## config.mk

```make
export PLATFORM = sky130hd
export DESIGN_NAME = four_channel_pulse_modulator
export DESIGN_NICKNAME = d
export VERILOG_FILES = /design/src/pulse_mod_pkg.sv /design/src/four_channel_pulse_modulator.sv
export VERILOG_INCLUDE_DIRS = /design/src
export SDC_FILE = /design/constraint.sdc
export NUM_CORES = 1
export LEC_CHECK = 0
export BUFFER_PORTS_ARGS = -buffer_cell sky130_fd_sc_hd__buf_2
export CAP_MARGIN = 20
export CORE_MARGIN = 2
export CORE_UTILIZATION = 35
export CTS_CLUSTER_SIZE = 16
export DETAILED_ROUTE_END_ITERATION = 16
export MAX_ROUTING_LAYER = met4
export SYNTH_ARGS = -nofsm -noshare
export SYNTH_HDL_FRONTEND = slang
export SYNTH_SLANG_ARGS = --single-unit
```

## constraint.sdc

```tcl
create_clock -name clk -period 5.81 [get_ports clk]
set_input_delay 0.2905 -clock clk [delete_from_list [all_inputs] [get_ports clk]]
set_output_delay 0.2905 -clock clk [all_outputs]
set_load 0.01 [all_outputs]
```

## src/pulse_mod_regs.svh

```systemverilog
/*
 Register offsets, field positions and reset values of the four-channel
 pulse modulator. Assumes inclusion by bare name from design files.
*/
`ifndef PULSE_MOD_REGS_SVH
`define PULSE_MOD_REGS_SVH

`define OFS_SHARED_CLOCK_SETUP 12'h000
`define OFS_CHANNEL_ENABLE_SET 12'h004
`define OFS_CHANNEL_ENABLE_CLEAR 12'h008
`define OFS_CHANNEL_RUNNING_STATE 12'h00c
`define OFS_IRQ_MASK_SET 12'h010
`define OFS_IRQ_MASK_CLEAR 12'h014
`define OFS_IRQ_MASK_STATE 12'h018
`define OFS_PERIOD_END_FLAGS 12'h01c
`define OFS_CH_BASE 12'h200
`define OFS_CH_STRIDE_LSB 5
`define OFS_CH_WAVEFORM 5'h00
`define OFS_CH_DUTY 5'h04
`define OFS_CH_PERIOD 5'h08
`define OFS_CH_COUNTER 5'h0c
`define OFS_CH_UPDATE 5'h10

`define FLD_DIV_A_LSB 0
`define FLD_PRE_A_LSB 8
`define FLD_DIV_B_LSB 16
`define FLD_PRE_B_LSB 24
`define FLD_CLK_SEL_LSB 0
`define FLD_ALIGN_BIT 8
`define FLD_POLARITY_BIT 9
`define FLD_UPDATE_TARGET_BIT 10

`define SEL_SHARED_A 4'hb
`define SEL_SHARED_B 4'hc
`define PRESCALE_MAX 4'ha

`define RST_SHARED_CLOCK_SETUP 32'h0000_0000
`define RST_WAVEFORM 11'h000
`define RST_VALUE 16'h0000

`endif

```

## src/pulse_mod_pkg.sv

```systemverilog
/*
 Types of the four-channel pulse modulator.
 Assumes nothing beyond a SystemVerilog compiler.
*/
package pulse_mod_pkg;
   typedef enum logic [0:0] {
      CNT_UP = 1'b0,
      CNT_DOWN = 1'b1
   } count_dir_e;
endpackage

```

## src/four_channel_pulse_modulator.sv

```systemverilog
/*
 Four-channel pulse modulator with an APB slave, two shared divided
 clocks, period-end interrupts and double-buffered duty or period.
 Assumes a single 125 MHz clock, synchronous active-low reset and an APB
 master that holds a transfer until pready.
*/
// Decided for this implementation: the APB slave port and the register addresses.
// Function
// - Divide factor zero stops shared clock
// - Factor one passes chosen prescaler tap
// - Factors 2..255 further divide prescaler tap
// - Enable register ones start channels
// - Disable register ones stop channels
// - Running state shows enabled channels
// - Mask set ones enable channel interrupts
// - Mask clear ones disable channel interrupts
// - Mask state shows enabled interrupts
// - Flag set after any completed period
// - Reading flags clears only the flags it returned
// - Alignment bit selects left or center
// - Polarity bit sets period start level
// - Update target one retargets period
// - Update target zero retargets duty
// - Counter up then down or wraps
// - Interrupt holds until flags read or its mask cleared
`timescale 1ns/100ps
`include "pulse_mod_regs.svh"

module four_channel_pulse_modulator #(
   parameter int CHANNELS = 4,
   parameter int CNT_W = 16
)(
   input wire logic clk,
   input wire logic nrst,
   input wire logic psel,
   input wire logic penable,
   input wire logic pwrite,
   input wire logic [11:0] paddr,
   input wire logic [31:0] pwdata,
   output logic [31:0] prdata,
   output logic pready,
   output logic pslverr,
   output logic [CHANNELS-1:0] wave_out,
   output logic irq
);
   logic [31:0] shared_clock_setup_r;
   logic [CHANNELS-1:0] running_r;
   logic [CHANNELS-1:0] irq_mask_r;
   logic [CHANNELS-1:0] period_end_flags_r;
   logic [10:0] waveform_r [CHANNELS];
   logic [CNT_W-1:0] duty_r [CHANNELS];
   logic [CNT_W-1:0] period_r [CHANNELS];
   logic [CNT_W-1:0] count_r [CHANNELS];
   logic [CNT_W-1:0] update_r [CHANNELS];
   logic [CHANNELS-1:0] update_pend_r;
   pulse_mod_pkg::count_dir_e dir_r [CHANNELS];
   logic [CHANNELS-1:0] level_r;
   logic [9:0] pre_cnt_r;
   logic [7:0] div_a_cnt_r;
   logic [7:0] div_b_cnt_r;
   logic [31:0] prdata_r;
   logic pready_r;
   logic pslverr_r;
   logic irq_r;

   // Tick of the prescaler tap 2^code: all low bits of the counter set
   function automatic logic tap_tick(input logic [9:0] cnt,
      input logic [3:0] code);
      logic [9:0] mask;
      mask = 10'h000;
      tap_tick = 1'b0;
      if (code <= `PRESCALE_MAX)
      begin
         mask = 10'((11'h001 << code) - 11'h001);
         tap_tick = ((cnt & mask) == mask);
      end
   endfunction

   wire [7:0] div_a = shared_clock_setup_r[`FLD_DIV_A_LSB +: 8];
   wire [3:0] pre_a = shared_clock_setup_r[`FLD_PRE_A_LSB +: 4];
   wire [7:0] div_b = shared_clock_setup_r[`FLD_DIV_B_LSB +: 8];
   wire [3:0] pre_b = shared_clock_setup_r[`FLD_PRE_B_LSB +: 4];
   wire tap_a = tap_tick(pre_cnt_r, pre_a);
   wire tap_b = tap_tick(pre_cnt_r, pre_b);
   wire div_a_wrap = (div_a_cnt_r >= div_a - 8'h01);
   wire div_b_wrap = (div_b_cnt_r >= div_b - 8'h01);
   // Zero factor gates the shared clock off; one passes the tap
   wire shared_clock_a = (div_a != 8'h00) && tap_a && div_a_wrap;
   wire shared_clock_b = (div_b != 8'h00) && tap_b && div_b_wrap;

   // APB decode: one wait-free access phase
   wire acc = psel && penable;
   wire wr = acc && pwrite;
   wire rd = acc && !pwrite;
   wire in_ch = (paddr[11:9] == 3'b001);
   wire [1:0] ch_idx = paddr[6:5];
   wire [4:0] ch_ofs = paddr[4:0];
   wire ch_hit = in_ch && (paddr[8:7] == 2'b00) &&
      (32'(ch_idx) < CHANNELS) && (paddr[1:0] == 2'b00);
   wire hit_glob = (paddr[11:5] == 7'h00) && (paddr[1:0] == 2'b00);
   wire hit = hit_glob || (ch_hit && (ch_ofs <= `OFS_CH_UPDATE));
   wire wr_setup = wr && (paddr == `OFS_SHARED_CLOCK_SETUP);
   wire wr_ena = wr && (paddr == `OFS_CHANNEL_ENABLE_SET);
   wire wr_dis = wr && (paddr == `OFS_CHANNEL_ENABLE_CLEAR);
   wire wr_ier = wr && (paddr == `OFS_IRQ_MASK_SET);
   wire wr_idr = wr && (paddr == `OFS_IRQ_MASK_CLEAR);
   wire rd_flags = rd && (paddr == `OFS_PERIOD_END_FLAGS);
   wire [CHANNELS-1:0] wbits = pwdata[CHANNELS-1:0];

   logic [CHANNELS-1:0] ch_tick;
   logic [CHANNELS-1:0] period_end;
   logic [31:0] ch_rdata [CHANNELS];

   genvar g;
   generate
      for (g = 0; g < CHANNELS; g++)
      begin : chan
         wire sel_me = ch_hit && (32'(ch_idx) == g);
         wire wr_mode = wr && sel_me && (ch_ofs == `OFS_CH_WAVEFORM);
         wire wr_duty = wr && sel_me && (ch_ofs == `OFS_CH_DUTY);
         wire wr_prd = wr && sel_me && (ch_ofs == `OFS_CH_PERIOD);
         wire wr_upd = wr && sel_me && (ch_ofs == `OFS_CH_UPDATE);
         wire [3:0] csel = waveform_r[g][`FLD_CLK_SEL_LSB +: 4];
         wire center = waveform_r[g][`FLD_ALIGN_BIT];
         wire pol = waveform_r[g][`FLD_POLARITY_BIT];
         wire upd_prd = waveform_r[g][`FLD_UPDATE_TARGET_BIT];
         wire start_ch = wr_ena && wbits[g];
         // Clock select: taps 0..10, shared A at 11, shared B at 12
         assign ch_tick[g] = (csel == `SEL_SHARED_A) ? shared_clock_a :
            (csel == `SEL_SHARED_B) ? shared_clock_b :
            tap_tick(pre_cnt_r, csel);
         wire at_top = (count_r[g] >= period_r[g]);
         wire at_zero = (count_r[g] == '0);
         // Left wraps so that one period lasts exactly period_value ticks
         wire [CNT_W-1:0] last = (period_r[g] == '0) ? '0 :
            period_r[g] - CNT_W'(1);
         // Center turns at the top without repeating the top count
         wire down_step = center &&
            (dir_r[g] == pulse_mod_pkg::CNT_DOWN || at_top);
         wire ends = running_r[g] && ch_tick[g] &&
            (center ? (down_step && count_r[g] == CNT_W'(1)) ||
            (period_r[g] == '0) : count_r[g] >= last);
         assign period_end[g] = ends;
         wire [CNT_W-1:0] cnt_nxt = !running_r[g] ? count_r[g] :
            !ch_tick[g] ? count_r[g] :
            ends ? '0 :
            down_step ? count_r[g] - CNT_W'(1) :
            count_r[g] + CNT_W'(1);
         wire dir_flip = center && ch_tick[g] && running_r[g] &&
            ((dir_r[g] == pulse_mod_pkg::CNT_UP && at_top) ||
            (dir_r[g] == pulse_mod_pkg::CNT_DOWN && at_zero));
         // Output starts each period at the polarity level; toggles at duty
         wire active = (count_r[g] < duty_r[g]);
         wire lvl_nxt = running_r[g] ? (active ? pol : !pol) : 1'b0;
         assign ch_rdata[g] = (ch_ofs == `OFS_CH_WAVEFORM) ?
            {21'h0, waveform_r[g]} :
            (ch_ofs == `OFS_CH_DUTY) ? 32'(duty_r[g]) :
            (ch_ofs == `OFS_CH_PERIOD) ? 32'(period_r[g]) :
            (ch_ofs == `OFS_CH_COUNTER) ? 32'(count_r[g]) : 32'h0;

         always_ff @(posedge clk)
         begin
            if (!nrst)
            begin
               waveform_r[g] <= `RST_WAVEFORM;
               duty_r[g] <= `RST_VALUE;
               period_r[g] <= `RST_VALUE;
               count_r[g] <= `RST_VALUE;
               update_r[g] <= `RST_VALUE;
               update_pend_r[g] <= 1'b0;
               dir_r[g] <= pulse_mod_pkg::CNT_UP;
               level_r[g] <= 1'b0;
            end
            else
            begin
               // Mode changes while running are ignored to avoid glitches
               if (wr_mode && !running_r[g])
                  waveform_r[g] <= pwdata[10:0];
               if (wr_upd)
                  update_r[g] <= pwdata[CNT_W-1:0];
               if (wr_upd)
                  update_pend_r[g] <= 1'b1;
               else if (ends)
                  update_pend_r[g] <= 1'b0;
               if (ends && update_pend_r[g] && upd_prd)
                  period_r[g] <= update_r[g];
               else if (wr_prd && !running_r[g])
                  period_r[g] <= pwdata[CNT_W-1:0];
               if (ends && update_pend_r[g] && !upd_prd)
                  duty_r[g] <= update_r[g];
               else if (wr_duty && !running_r[g])
                  duty_r[g] <= pwdata[CNT_W-1:0];
               if (start_ch && !running_r[g])
                  count_r[g] <= '0;
               else
                  count_r[g] <= cnt_nxt;
               if ((start_ch && !running_r[g]) || ends)
                  dir_r[g] <= pulse_mod_pkg::CNT_UP;
               else if (dir_flip)
                  dir_r[g] <= (dir_r[g] == pulse_mod_pkg::CNT_UP) ?
                     pulse_mod_pkg::CNT_DOWN : pulse_mod_pkg::CNT_UP;
               level_r[g] <= lvl_nxt;
            end
         end
      end
   endgenerate

   wire [31:0] glob_rdata =
      (paddr == `OFS_SHARED_CLOCK_SETUP) ? shared_clock_setup_r :
      (paddr == `OFS_CHANNEL_RUNNING_STATE) ? 32'(running_r) :
      (paddr == `OFS_IRQ_MASK_STATE) ? 32'(irq_mask_r) :
      (paddr == `OFS_PERIOD_END_FLAGS) ? 32'(period_end_flags_r) : 32'h0;
   wire [31:0] rdata_nxt = !hit ? 32'h0 :
      hit_glob ? glob_rdata : ch_rdata[ch_idx];

   // Only bits already returned are cleared and a new set still wins,
   // so a period end landing during the read is never lost
   wire [CHANNELS-1:0] flags_nxt = (period_end_flags_r &
      ~(rd_flags ? prdata_r[CHANNELS-1:0] : '0)) | period_end;
   wire [CHANNELS-1:0] mask_nxt =
      (irq_mask_r | (wr_ier ? wbits : '0)) & ~(wr_idr ? wbits : '0);
   wire [CHANNELS-1:0] run_nxt =
      (running_r | (wr_ena ? wbits : '0)) & ~(wr_dis ? wbits : '0);

   always_ff @(posedge clk)
   begin
      if (!nrst)
      begin
         shared_clock_setup_r <= `RST_SHARED_CLOCK_SETUP;
         running_r <= '0;
         irq_mask_r <= '0;
         period_end_flags_r <= '0;
         pre_cnt_r <= 10'h000;
         div_a_cnt_r <= 8'h00;
         div_b_cnt_r <= 8'h00;
         prdata_r <= 32'h0;
         pready_r <= 1'b0;
         pslverr_r <= 1'b0;
         irq_r <= 1'b0;
      end
      else
      begin
         if (wr_setup)
            shared_clock_setup_r <= pwdata & 32'h0fff_0fff;
         running_r <= run_nxt;
         irq_mask_r <= mask_nxt;
         period_end_flags_r <= flags_nxt;
         pre_cnt_r <= pre_cnt_r + 10'h001;
         if (div_a == 8'h00)
            div_a_cnt_r <= 8'h00;
         else if (tap_a)
            div_a_cnt_r <= div_a_wrap ? 8'h00 : div_a_cnt_r + 8'h01;
         if (div_b == 8'h00)
            div_b_cnt_r <= 8'h00;
         else if (tap_b)
            div_b_cnt_r <= div_b_wrap ? 8'h00 : div_b_cnt_r + 8'h01;
         prdata_r <= (psel && !penable && !pwrite) ? rdata_nxt : 32'h0;
         pready_r <= psel && !penable;
         pslverr_r <= psel && !penable && !hit;
         irq_r <= |(flags_nxt & mask_nxt);
      end
   end

   assign prdata = prdata_r;
   assign pready = pready_r;
   assign pslverr = pslverr_r;
   assign wave_out = level_r;
   assign irq = irq_r;
endmodule

```

==> results.cfg <==
[run_status]
outcome = complete, no violations

[critical_path]
cp-end-kind = flip-flop
worst_setup_path_startpoint = period_r[2][2]
regToRegEndpoint = period_r[2][15]
cpMaxStageDelayCell = sky130_fd_sc_hd__or3_1
crit_cells = 16
worst_r2r_startpoint = period_r[2][2]
critical_path_arrival_ns = 5.12
critical_path.cell_chain = nor4_1, nand2_1, nor4_1, nand2_1, nor4_1, xnor2_1, nand2_1, ha_1, a21o_1, a21o_1, a211oi_1, a21oi_1, a21o_1, o21bai_4, nor2_1, or3_1
cp_peak_stage_delay_ns = 0.65
critPathBufInv = 0
critical-path-top-delay-family = simple AND/OR/NAND/NOR gates
reg2reg_path_depth = 16
worst_setup_path_endpoint = period_r[2][15]
timing_worst_setup_path_type = reg -> reg
setup.worst_path.start_class = flip-flop
timing.critical_path.fanout_max = 16
required_ns = 6.05
reg2reg_setup_slack_ns = 0.93

[clock_tree]
cts_setup_buffers = 0
cts_tree = yes
cts-htree-levels = 2
cts_root_buffer = sky130_fd_sc_hd__clkbuf_16
insertion_delay_to_the_later_sink_of_the_worst_skew_pair_ns = 0.65
clock_path_buffers = 3
clock_sink_count = 405
cts_inserted_buffers = 48
cts.repair.resized = 0
worst_setup_hold_path_clk_slew_ns = 0.06

[global_route]
antenna_found_initial = 1
first_global_vias = 21548
globalRouteTotalUtil = 0.224
gr-total-overflow = 0
grt_start_max_net_pins = 57
grt_pass1_wl_mm = 136

[layout]
finish.cell_count_without_fillers = 4035
area_growth_syn_to_layout_pct = 10.9
filler_cell_count = 7900
layout.nets = 3233
final_layout_size_suffix_gt1_frac = 0.0935

[route]
avgRoutedWirePerCell_um = 22.3
vias_per_cell = 5.68
detailedRoute.firstIterationViolations = 2109
drt-total-wl_mm = 90.0
firstDrtPassIters = 6
drt_drc_violations_left = 0
route.vias.total = 22902
antenna_left = 0

[logic_synthesis]
post-synth-top-area-cell = sky130_fd_sc_hd__edfxtp_1
synth-seq-area-share = 0.402
post-synth-top-area-fraction = 0.328
synth.yosys.warnings = 0
synthesis.area_um2 = 27700
number_of_enable_type_register_cells_in_the_synthesized_netlist = 303
post_synthesis_cell_type_count = 98
synth_seq_cells = 405
ys_top_cells_by_area = sky130_fd_sc_hd__edfxtp_1 33%, sky130_fd_sc_hd__ha_1 11%, sky130_fd_sc_hd__dfxtp_1 7.4%, sky130_fd_sc_hd__nand2_1 4.4%, sky130_fd_sc_hd__nor2_1 3.2%
synth_area_per_cell_um2 = 9.48
synthCells = 2923
postSynth.topFlopCell = sky130_fd_sc_hd__edfxtp_1
postSynth.asyncResetShare = 0

[timing]
unrepaired_setup_endpoints_after_global_routing = false
tightest_slew_ns = 1.04
period_needed_ns = 4.88
timing.final.hold_violations = 0
setup-violations-final = 0
skew_ns = 0.0667
final_max_slew_viol_count = 0
finalSetupTns_ns = 0
post-route-period-util = 0.841
timing.fmax_ghz = 0.205
slew_headroom = 0.302

[pwr]
powerDensity_nw_per_um2 = 233
max-vdd-ir-drop_mv = 0.214
p_leak_nw = 11.7
p_total_mw = 7.17

[floorplanning]
num_rows = 103
chipWidth_um = 285
die_height_um = 285
core_area_um2 = 78700
design.portCount = 88
initial_utilization = 0.352
die_area_um2 = 81400

[hold_path]
hp-class = in -> reg

[place]
gpl.final_weighted_congestion = 0.984
place.port_buffers = 79
placed_cells = 3930
place.detailed.hpwl_mm = 66.1

[job]
drv.max_cap_violation_count = 0
==> tightest hold or removal path: stages <==
cell                       delay (ns)
sky130_fd_sc_hd__buf_2           0.11
sky130_fd_sc_hd__nand3b_1        0.19
sky130_fd_sc_hd__inv_1           0.09
==> flip-flops by register name, summed over array words and instances, names as in the netlist, 4 cells and up <==
register and cells:
count_r 64, dir_r 4, div_a_cnt_r 8, div_b_cnt_r 8, duty_r 64, irq_mask_r 4, period_end_flags_r 4, period_r 64
prdata 28, pre_cnt_r 10, running_r 4, shared_clock_setup_r 24, update_pend_r 4, update_r 64, wave_out 4, waveform_r 44
==> cell type report <==
type                            count  area [µm²]  area share
Tap cell                         1050        1310      0.0428
Multi-Input combinational cell   2174       15200       0.494
Antenna cell                        2        5.00    0.000163
Clock inverter                     30         272     0.00884
Sequential cell                   405       11100       0.363
Timing Repair Buffer              141         910      0.0296
Clock buffer                       57        1230      0.0402
Inverter                          176         661      0.0215
==> cells in the final DEF (no fill, tap or decap), drive strengths merged, types with 34 or more instances in the layout <==
| cell | n |
|---|---|
| and3 | 39 |
| nor2 | 237 |
| clkbuf | 57 |
| xor2 | 43 |
| nor3 | 75 |
| a22oi | 44 |
| and2 | 117 |
| nand3 | 63 |
| dfxtp | 102 |
| buf | 128 |
| nor4 | 40 |
| nand2 | 324 |
| a21oi | 123 |
| o22ai | 34 |
| nand4 | 41 |
| inv | 178 |
| mux2i | 47 |
| ha | 238 |
| edfxtp | 303 |
| a22o | 58 |
| a21o | 38 |
| xnor2 | 96 |
| o21ai | 139 |
==> metal layers <==
metal / track usage / vias to the layer above / part of all wire
met5: - / - / 0
met4: 0.0798 / 0 / 0.037
met3: 0.0304 / 168 / 0.071
met2: 0.340 / 846 / 0.45
met1: 0.305 / 11099 / 0.44
li1: - / 10789 / -
==> metrics by stage <==
stage                     cell area, µm²  worst slack (ns)   util  hold WS, ns
after detailed placement           29100             0.947  0.369        0.473
after global placement             29000             0.948  0.369        0.471
after global routing               30700             0.441  0.390        0.102
after floorplan                    27700              1.55      -        0.369
final                              30700             0.926  0.390       0.0844
after CTS                          30700             0.909  0.390       0.0508
==> worst min-delay path by stage <==
stage                                startpoint               endpoint  cells past startpoint
after floorplan                          pwrite             prdata[16]                      1
after global placement    period_end_flags_r[3]  period_end_flags_r[3]                      2
after detailed placement  period_end_flags_r[3]  period_end_flags_r[3]                      2
after CTS                                  psel                 pready                      3
after global routing                       psel                 pready                      3
final                                      psel                 pready                      3
==> power breakdown <==
part           internal, mW  switching (mW)  total, mW
Combinational         0.314           0.471      0.785
Clock                  1.62            1.34       2.96
Sequential             3.22           0.202       3.42
Total                  5.16            2.01       7.17
==> cell families after synthesis <==
logic type / Yosys count / synth area share
AO/OA/AOI/OAI: 649 / 0.163
XOR/XNOR: 139 / 0.0439
adder cells (fa/ha/maj): 238 / 0.107
buffers and inverters: 347 / 0.0507
flip-flops: 405 / 0.402
multiplexers: 75 / 0.0393
other: 1 / 0.000135
AND/OR/NAND/NOR: 1069 / 0.193
==> synthesized netlist by cell type (28+ instances only) <==
master	instances
sky130_fd_sc_hd__nand2_1	324
sky130_fd_sc_hd__edfxtp_1	303
sky130_fd_sc_hd__ha_1	238
sky130_fd_sc_hd__nor2_1	236
sky130_fd_sc_hd__inv_1	176
sky130_fd_sc_hd__o21ai_0	138
sky130_fd_sc_hd__clkbuf_1	133
sky130_fd_sc_hd__a21oi_1	122
sky130_fd_sc_hd__and2_1	117
sky130_fd_sc_hd__dfxtp_1	102
sky130_fd_sc_hd__xnor2_1	96
sky130_fd_sc_hd__nor3_1	74
sky130_fd_sc_hd__nand3_1	62
sky130_fd_sc_hd__a22o_1	58
sky130_fd_sc_hd__mux2i_1	47
sky130_fd_sc_hd__a22oi_1	44
sky130_fd_sc_hd__xor2_1	43
sky130_fd_sc_hd__nand4_1	41
sky130_fd_sc_hd__a21o_1	38
sky130_fd_sc_hd__and3_1	37
sky130_fd_sc_hd__nor4_1	34
sky130_fd_sc_hd__o22ai_1	34
sky130_fd_sc_hd__nand2b_1	28
==> repair_timing <==
item | CTS | global route
setup endpoints to repair | 0 | 0
hold buffers | 13 | 0
endpoints found under the hold margin | 15 | 0
Note: power is estimated with default switching activity, not from simulation.
